===== src/csr_pkg.sv =====
// Constants for the core status and interrupt control register block
package csr_pkg;
  localparam logic [3:0] CSR_MODULE      = 4'h8;
  localparam logic [3:0] CSR_IDX_ASEL    = 4'h0;
  localparam logic [3:0] CSR_IDX_STEP    = 4'h1;
  localparam logic [3:0] CSR_IDX_FLAGS   = 4'h4;
  localparam logic [3:0] CSR_IDX_ICTL    = 4'h5;
  localparam logic [3:0] CSR_IDX_MASK    = 4'h6;
  localparam logic [7:0] CSR_ASEL_RST    = 8'h00;
  localparam logic [7:0] CSR_STEP_RST    = 8'h00;
  localparam logic [7:0] CSR_FLAGS_RST   = 8'h80;
  localparam logic [7:0] CSR_ICTL_RST    = 8'h00;
  localparam logic [7:0] CSR_MASK_RST    = 8'h00;
  localparam int         CSR_STEP_CLR    = 7;
  localparam int         CSR_STEP_DIR    = 6;
  localparam int         CSR_FLAG_Z      = 7;
  localparam int         CSR_FLAG_S      = 6;
  localparam int         CSR_FLAG_U1     = 4;
  localparam int         CSR_FLAG_U0     = 3;
  localparam int         CSR_FLAG_OV     = 2;
  localparam int         CSR_FLAG_C      = 1;
  localparam int         CSR_FLAG_E      = 0;
  localparam int         CSR_IC_GE       = 0;
  localparam int         CSR_IC_INS      = 1;
  localparam int         CSR_MASK_SYS    = 7;
  localparam logic [7:0] CSR_FLAGS_WMASK = 8'h1B;
  localparam logic [7:0] CSR_MASK_WMASK  = 8'hBF;
endpackage


===== src/csr_regs.sv =====
// Core status, accumulator select and interrupt control registers
`timescale 1ns/1ps
// Behaviour
// Four-bit pointer picks one of sixteen accumulators
// Pointer auto-steps after each ALU operation unless modulus code is zero
// Auto-step beats a move into pointer
// Modulus code selects wrap width, 5-7 act 16
// Direction bit: zero increments, one decrements
// Clear bit zeroes pointer, self-clears, reads zero
// Compare sets equal flag on match
// Add/subtract carry or borrow sets carry flag
// Overflow is XOR of bit 14/15 carries
// Sign flag mirrors selected accumulator bit 15
// Zero flag set when selected accumulator zero
// Flags: Z,S,OV read-only, others writable, reset 80h
// Global enable low blocks all interrupts
// Acknowledge sets in-service, which blocks further
// In-service cleared by software or return
// Mask bits gate modules 0-5 and system
// Pointer, control, interrupt registers reset to 00h
// Reserved bits read as zero
// Registers addressed by module 8h and index
module csr_regs
  import csr_pkg::*;
(
  input  wire logic        clk,
  input  wire logic        rstn,
  input  wire logic [3:0]  reg_module,
  input  wire logic [3:0]  reg_index,
  input  wire logic [7:0]  reg_wdata,
  input  wire logic        reg_wr,
  input  wire logic        reg_rd,
  output logic      [7:0]  reg_rdata,
  input  wire logic        alu_op,
  input  wire logic        cmp_op,
  input  wire logic        cmp_equal,
  input  wire logic        addsub_op,
  input  wire logic        addsub_carry,
  input  wire logic        arith_op,
  input  wire logic        carry14,
  input  wire logic        carry15,
  input  wire logic [15:0] acc_value,
  input  wire logic [5:0]  module_irq,
  input  wire logic        system_irq,
  input  wire logic        irq_ack,
  input  wire logic        irq_return,
  output logic      [3:0]  acc_sel,
  output logic             irq_request
);

  typedef struct packed {
    logic [3:0] asel;
    logic [2:0] modulus;
    logic       dir;
    logic       eq;
    logic       cy;
    logic       ov;
    logic       u0;
    logic       u1;
    logic       ge;
    logic       irq_in_service;
    logic [7:0] mask;
    logic [7:0] rdata;
    logic       irq;
  } csr_state_t;

  csr_state_t q, d;
  logic       sel_hit;
  logic [7:0] flags_now;
  logic [3:0] span;
  logic [3:0] stepped;
  logic       zero_now;

  // Zero and sign are live views of the selected accumulator, not stored
  assign zero_now = (acc_value == 16'h0000);

  always_comb
  begin
    flags_now                = 8'h00;
    flags_now[CSR_FLAG_Z]    = zero_now;
    flags_now[CSR_FLAG_S]    = acc_value[15];
    flags_now[CSR_FLAG_U1]   = q.u1;
    flags_now[CSR_FLAG_U0]   = q.u0;
    flags_now[CSR_FLAG_OV]   = q.ov;
    flags_now[CSR_FLAG_C]    = q.cy;
    flags_now[CSR_FLAG_E]    = q.eq;
  end

  // Wrap mask per modulus code
  always_comb
  begin
    unique case (q.modulus)
      3'h1:    span = 4'h1;
      3'h2:    span = 4'h3;
      3'h3:    span = 4'h7;
      default: span = 4'hF;
    endcase
    // Bits above the span stay fixed; only the low field wraps
    if (q.dir)
      stepped = (q.asel & ~span) | ((q.asel - 4'h1) & span);
    else
      stepped = (q.asel & ~span) | ((q.asel + 4'h1) & span);
  end

  assign sel_hit = (reg_module == CSR_MODULE);

  always_comb
  begin
    d     = q;
    d.irq = 1'b0;
    if (reg_wr && sel_hit)
    begin
      unique case (reg_index)
        CSR_IDX_ASEL:  d.asel = reg_wdata[3:0];
        CSR_IDX_STEP:
        begin
          d.modulus = reg_wdata[2:0];
          d.dir     = reg_wdata[CSR_STEP_DIR];
        end
        CSR_IDX_FLAGS:
        begin
          d.eq = reg_wdata[CSR_FLAG_E];
          d.cy = reg_wdata[CSR_FLAG_C];
          d.u0 = reg_wdata[CSR_FLAG_U0];
          d.u1 = reg_wdata[CSR_FLAG_U1];
        end
        CSR_IDX_ICTL:
        begin
          d.ge  = reg_wdata[CSR_IC_GE];
          d.irq_in_service = reg_wdata[CSR_IC_INS];
        end
        CSR_IDX_MASK:  d.mask = reg_wdata & CSR_MASK_WMASK;
        default:       d.asel = d.asel;
      endcase
    end
    // Hardware flag updates win over a software write in the same cycle
    if (cmp_op)
      d.eq = cmp_equal;
    if (addsub_op)
      d.cy = addsub_carry;
    if (arith_op)
      d.ov = carry14 ^ carry15;
    // Step wins over a move into the pointer
    if (alu_op && (q.modulus != 3'h0))
      d.asel = stepped;
    // Clear overrides stepping; the bit is never stored
    if (reg_wr && sel_hit && (reg_index == CSR_IDX_STEP) && reg_wdata[CSR_STEP_CLR])
      d.asel = 4'h0;
    // Return clears, acknowledge sets; acknowledge wins if both
    if (irq_return)
      d.irq_in_service = 1'b0;
    if (irq_ack)
      d.irq_in_service = 1'b1;
    d.irq = q.ge && !q.irq_in_service &&
            (|(module_irq & q.mask[5:0]) || (system_irq && q.mask[CSR_MASK_SYS]));
    d.rdata = 8'h00;
    if (reg_rd && sel_hit)
    begin
      unique case (reg_index)
        CSR_IDX_ASEL:  d.rdata = {4'h0, q.asel};
        CSR_IDX_STEP:  d.rdata = {1'b0, q.dir, 3'b000, q.modulus};
        CSR_IDX_FLAGS: d.rdata = flags_now;
        CSR_IDX_ICTL:  d.rdata = {6'h00, q.irq_in_service, q.ge};
        CSR_IDX_MASK:  d.rdata = q.mask;
        default:       d.rdata = 8'h00;
      endcase
    end
  end

  always_ff @(posedge clk or negedge rstn)
  begin
    if (!rstn)
    begin
      q         <= '0;
      q.asel    <= CSR_ASEL_RST[3:0];
      q.modulus <= CSR_STEP_RST[2:0];
      q.mask    <= CSR_MASK_RST;
      q.ge      <= CSR_ICTL_RST[0];
      q.eq      <= CSR_FLAGS_RST[0];
    end
    else
      q <= d;
  end

  assign acc_sel     = q.asel;
  assign reg_rdata   = q.rdata;
  assign irq_request = q.irq;

  // Only a clear may override the step, so a pointer write beside the op still counts
  a_step_inc: assert property (@(posedge clk) disable iff (!rstn)
    alu_op && q.modulus == 3'h4 && !q.dir
    && !(reg_wr && sel_hit && reg_index == CSR_IDX_STEP && reg_wdata[CSR_STEP_CLR])
    |=> q.asel == $past(q.asel) + 4'h1)
    else $error("pointer did not increment");
  a_step_dec2: assert property (@(posedge clk) disable iff (!rstn)
    alu_op && q.modulus == 3'h1 && q.dir
    && !(reg_wr && sel_hit && reg_index == CSR_IDX_STEP && reg_wdata[CSR_STEP_CLR])
    |=> q.asel == {$past(q.asel[3:1]), ~$past(q.asel[0])})
    else $error("modulo 2 decrement wrong");
  a_no_step: assert property (@(posedge clk) disable iff (!rstn)
    alu_op && q.modulus == 3'h0 && !reg_wr |=> q.asel == $past(q.asel))
    else $error("pointer moved without stepping");
  a_clear_wins: assert property (@(posedge clk) disable iff (!rstn)
    reg_wr && sel_hit && reg_index == CSR_IDX_STEP && reg_wdata[CSR_STEP_CLR]
    |=> q.asel == 4'h0)
    else $error("pointer clear lost");
  a_ovf_xor: assert property (@(posedge clk) disable iff (!rstn)
    arith_op |=> q.ov == ($past(carry14) ^ $past(carry15)))
    else $error("overflow flag wrong");
  a_zero_read: assert property (@(posedge clk) disable iff (!rstn)
    reg_rd && sel_hit && reg_index == CSR_IDX_FLAGS
    |=> reg_rdata[7] == $past(zero_now) && reg_rdata[5] == 1'b0)
    else $error("zero flag readback wrong");
  a_irq_gate: assert property (@(posedge clk) disable iff (!rstn)
    !q.ge || q.irq_in_service |=> !irq_request)
    else $error("interrupt delivered while blocked");
  a_ins_set: assert property (@(posedge clk) disable iff (!rstn)
    irq_ack |=> q.irq_in_service ##1 !irq_request)
    else $error("in-service not set on acknowledge");
  a_ins_ret: assert property (@(posedge clk) disable iff (!rstn)
    irq_return && !irq_ack |=> !q.irq_in_service)
    else $error("return did not clear in-service");
  a_mask_gate: assert property (@(posedge clk) disable iff (!rstn)
    q.mask == 8'h00 |=> !irq_request)
    else $error("masked request delivered");

endmodule // csr_regs


===== config.mk =====
export PLATFORM = sky130hd
export DESIGN_NAME = csr_regs
export DESIGN_NICKNAME = d
export VERILOG_FILES = /design/src/csr_pkg.sv /design/src/csr_regs.sv
export SDC_FILE = /design/constraint.sdc
export NUM_CORES = 1
export LEC_CHECK = 0
export BUFFER_PORTS_ARGS = -buffer_cell sky130_fd_sc_hd__buf_2
export CORE_UTILIZATION = 25
export DETAILED_ROUTE_END_ITERATION = 10
export PLACE_DENSITY = 0.57
export SLEW_MARGIN = 20
export SYNTH_ARGS = -nofsm -noshare
export SYNTH_HDL_FRONTEND = slang
export SYNTH_SLANG_ARGS = --single-unit

===== constraint.sdc =====
create_clock -name clk -period 2.2 [get_ports clk]
set_input_delay 0.22 -clock clk [delete_from_list [all_inputs] [get_ports clk]]
set_output_delay 0.22 -clock clk [all_outputs]
set_load 0.005 [all_outputs]

=== Yosys cells after proc, flatten, opt, wreduce, memory -nomap -nowiden ===
Index checks and enable logic that the tools add are counted.

* Flip-flop bits (word level): 31
* Latch bits: 0
* RAM bits: 0
* Memory bits (read-only): 0
* Input port bits: 53
* Output and inout bits: 13
* Logic and storage cells: 78
* Memories: 0

* Add/sub/neg operators: 2
* Multipliers: 0
* Div/mod/pow operators: 0
* Order comparisons: 0
* Equality and inequality tests: 8
* Shift operators: 0
* Muxes and demuxes: 17
* Bitwise logic cells: 8
* Reductions and logical operators: 30

{| class="wikitable"
|+ Operators by type and width
! cell !! number
|-
| $pmux 8 s5 || 1
|-
| $mux 4 || 5
|-
| $logic_not 16->1 || 1
|-
| $mux 8 || 2
|-
| $reduce_and 2->1 || 8
|-
| $reduce_bool 3->1 || 5
|-
| $and 4x4->4 || 3
|-
| $eq 4x3->1 const B || 3
|-
| $pmux 4 s3 || 1
|-
| $mux 10 || 1
|-
| $mux 9 || 1
|-
| $logic_and 1x1->1 || 8
|-
| $or 4x4->4 || 2
|-
| $reduce_bool 2->1 || 4
|-
| $and 6x6->6 || 1
|-
| $eq 3x2->1 const B || 2
|-
| $reduce_or 6->1 || 1
|-
| $mux 1 || 5
|-
| $add 4x1->4 const B || 1
|-
| $eq 4x1->1 const B || 1
|-
| $eq 4x4->1 const B || 1
|-
| $logic_not 4->1 || 1
|-
| $not 4->4 || 1
|-
| $sub 4x1->4 const B || 1
|-
| 5 further kinds || 5
|}

=== Longest topological paths before layout ===
* Depth after elaboration: 8
* Depth in mapped cells: 6
* Depth with buffers taken out: 6

=== Worst setup path before layout ===
Ideal clock, no wire load.

* Path kind: input -> register
* Start point: in reg_index[3]
* End point: reg q, in the netlist acc_sel[1]
* Data arrival time: 1.593 ns
* Required time: 2.081 ns
* Path slack: 0.488 ns
* Stages: 5
* Buffers on the path: 1
* Cell sequence: buf_6 > or4b_4 > or3_1 > a32o_1 > o21a_1

* Word-level cells in the longest chain between the ends: 5

{| class="wikitable"
|+ RTL lines
! what !! RTL line !! source
|-
| from (decl) || csr_regs.sv:29 || <nowiki>input wire logic [3:0] reg_index,</nowiki>
|-
| $eq 4x1->1 || csr_regs.sv:147 || <nowiki>if (reg_wr && sel_hit && (reg_index == CSR_IDX_STEP) && reg_wdata[CSR_STEP_CLR])</nowiki>
|-
| $logic_and 1x1->1 (2 in series) || csr_regs.sv:147 ||
|-
| $reduce_bool 3->1 (no source line) || n/a ||
|-
| $reduce_and 2->1 (no source line) || n/a ||
|-
| to (decl) || csr_regs.sv:67 || <nowiki>csr_state_t q, d;</nowiki>
|}

Parallel ways exist; a longest one is shown, timed or not.
A chain may end at the register's enable or synchronous reset.

=== Final worst setup path ===
* Start point: reg q, in the netlist acc_sel[0]
* End point: reg q, in the netlist acc_sel[1]

* Word-level cells in the longest chain between the ends: 6

{| class="wikitable"
|+ RTL lines
! what !! RTL line !! source
|-
| $add 4x1->4 / $sub 4x1->4 (equally long branches) || csr_regs.sv:102, csr_regs.sv:100 ||
|-
| $and 4x4->4, on equally long branches || csr_regs.sv:102, csr_regs.sv:100 ||
|-
| $or 4x4->4, on equally long branches || csr_regs.sv:102, csr_regs.sv:100 ||
|-
| $mux 4 (*) || csr_regs.sv:99 || <nowiki>if (q.dir)</nowiki>
|-
| $mux 4 (*) || csr_regs.sv:144 || <nowiki>if (alu_op && (q.modulus != 3'h0))</nowiki>
|-
| $mux 4 (*) || csr_regs.sv:147 ||
|}

Every way passes the cells marked *; elsewhere a longest branch is shown, timed or not.

==> summary.txt <==
Synth
  – Post-synthesis adder-cell area fraction: approximately 1.4%
  – FFs w/ async S/R, synth: between 90% and 100%
  – Share of the synthesized area in the top cell type: a little over two fifths
  – Post-Synth Simple-Gate Area: between 10% and 20%
  – Post-Synth XOR/XNOR Area: 0.992%
  – Synth Net Count: ~220
  – Synth unique cells: 48
  – Post-synthesis sequential area ratio: around 44%
  – Ys Warns: 0
  – Post-synth EDFFs: 0
  – Synth area leaders: dfrtp_1, mux2_2, buf_4
  – Post-synthesis mux area share: about an eighth
  – Largest family of logic cells by synthesized area: simple AND/OR/NAND/NOR gates
  – Synth Area in Compound Gates: ~15%
  – Flops & latches, synth: 31
  – Synth area leader: dfrtp_1
  – Avg Inst Size Synth: 10.8 sq um
  – Top FF cell, synth: dfrtp_1
  – Synthesized area: between 1500 and 2000 sq um
  – Mapped Cells: 164

STA
  – Hold_ws: -14.7 ps
  – # setup viols final: 0
  – Slew HR: a little over half
  – Clock skew: around 5 ps
  – RSZ-0062 raised after global routing: false
  – Period minus WS final: about 1600 ps
  – Final hold vios: 26
  – Fmax: around 630 MHz
  – Worst slew pin tran: 700 ps
  – Max-slew violations: 0
  – Setup tns final: 0 ps
  – Final worst-path cycle share: 72.6%

Flow run
  – MaxCap Viol Count: 0

Clocking
  – TritonCTS clock tree: yes
  – Clk_lat worst skew: between 200 and 300 ps
  – CTS Buffer Depth: 2
  – H-tree Lvls: 2
  – Post-CTS Setup Inserts: 0
  – Clock sink total: 31
  – Cts repair resizes: 0
  – Clock root buffer: clkbuf_8
  – CTS Buf Count: 5
  – Hold buffers post-CTS: 0
  – Register clock-pin slew on the reported worst setup and hold paths: approximately 60 ps

Detailed routing
  – Initial DRT Pass Iterations: 4
  – Total number of vias: ~1500
  – Final WL: roughly 4.5 mm
  – DRC viols: 0
  – Vias per cell: around 4.7
  – Avg WL per Cell: 14.1 um
  – DRT iter0 DRCs: around 150
  – Detail Route Antenna Nets: 0

Run status
  – Failing checks: negative hold slack
  – Status: finished, violations left

Finish
  – Most frequent cells in the layout: buf_2, dfrtp_1, mux2_2
  – Diodes inserted: 0
  – Area Overhead vs Synth: 26.5%
  – Layout cells sized above 1: 42.2%
  – Finished Cell Area: around 2200 sq um
  – Commonest non-fill, non-tap cell in the layout: buf_2
  – Fin nets: 280

Setup path
  – Worst path slowest cell: dfrtp_1
  – Startpoint types: register
  – Worst-path maximum fanout: 8
  – Worst setup EP type: register
  – CP Class: reg2reg
  – CP Cell Sequence: inv_1, ha_1, xnor2_1, mux2i_1, a32o_1, o21a_1
  – Crit path required time: about 2400 ps
  – Crit path DAT: 1770 ps
  – Worst path max stage delay: around 500 ps

Power and ir drop
  – VDD IR-drop max: 0.204 mV
  – P_leak: 1.08 nW
  – Cell Pwr Density: roughly 670 nW/um^2

Global route
  – Vias in the first global route: around 1400
  – Met3 usage: between 4 and 5%
  – Met2 Track Usage GR: between 10% and 20%
  – Initial antenna violation count: 0
  – Largest net degree at the start of global routing: 32
  – Most Used Layer, Global Route: met2
  – Total track usage: 12.7%
  – M1 GR Usage: 16.8%
  – Total gr overflow: 0
  – First-pass GRT wire length: 7.02 mm

Place
  – Detailed placement HPWL: around 3.6 mm
  – GP Congestion: 0.811
  – Port buffer count: 65
  – Placed Area: around 2100 sq um

Floorplan
  – Core area: around 6800 sq um
  – Die Wd: 86.1 um
  – # rows: 30
  – Initial Util: 26.0%
  – Die Y: about 86 um
  – I/O pins: 66
  – Die Footprint: 7410 sq um

Min path
  – HP Class: in2async
[cells in the mapped netlist, types with 4 or more instances]
master   count
and3_1       4
nand2_1      9
nand3_1      6
nor2_1      12
mux2i_1      5
nor4_1       5
a22oi_1      4
inv_1        4
mux2_2      16
dfrtp_1     31
buf_4       12
[layer usage]
metal | part of all wire, % | wire length (um)
met1 | 46 | 2090
met2 | 45 | 2060
met3 | 7.4 | 335
met4 | 0.84 | 38
met5 | 0 | 0
[worst max-delay path, delay by kind of cell (launching register included)]
kind	cells	cell delay (ps)
adders and majority gates	1	310
xor gates and xnor gates	1	140
DFF	1	500
buffers and inverters	1	80
AOI/OAI and AO/OA	2	380
muxes	1	90
[stage by stage]
stage,power (mW),utilization [%],hold WS [ps],instances,worst slack [ps]
after floorplan,0.869,-,-75.6,164,488
after global placement,0.980,31.4,309,314,364
after detailed placement,0.986,31.4,314,314,350
after CTS,1.53,32.9,11.1,321,576
after global routing,1.59,32.9,27.4,321,487
final,1.50,32.9,-14.7,321,603
[layout make-up]
type / instances / area [sq um]
clock inverters: 1 / 30.0
multi-input cells: 114 / 866
repair buffers: 69 / 355
clock buffers: 6 / 72.6
well taps: 96 / 120
inverters: 4 / 15.0
flip-flops and latches: 31 / 776
fillers: 705 / 4560
[report_power, final]
| part | internal (mW) | switching [mW] |
|---|---|---|
| clock | 0.331 | 0.201 |
| sequential | 0.616 | 0.0799 |
| combinational | 0.154 | 0.122 |
[path summary, 6_finish.rpt]
check / slack [ps] / cells after the start / to / from
max: 600 / 6 / acc_sel[1] / acc_sel[0]
min: -10 / 1 / irq_request / rstn
max reg2reg: 600 / 6 / acc_sel[1] / acc_sel[0]
min reg2reg: 500 / 1 / irq_request / q[17]
max in group asynchronous: 1760 / 1 / acc_sel[2] / rstn
min in group clk: 120 / 2 / flags_now[2] / arith_op
[logic make-up after synthesis]
group                      after synthesis
AOI/OAI and AO/OA                       34
xor gates and xnor gates                 2
adders and majority gates                2
buffers and inverters                   19
DFF                                     31
muxes                                   21
and+or+nand+nor                         55
[flip-flops by register name, summed over array words and instances, names as in the netlist]
signal and cells:
flags_now 5, q 13, irq_request 1, acc_sel 4, reg_rdata 8
Power figures use the tool's default switching activity.
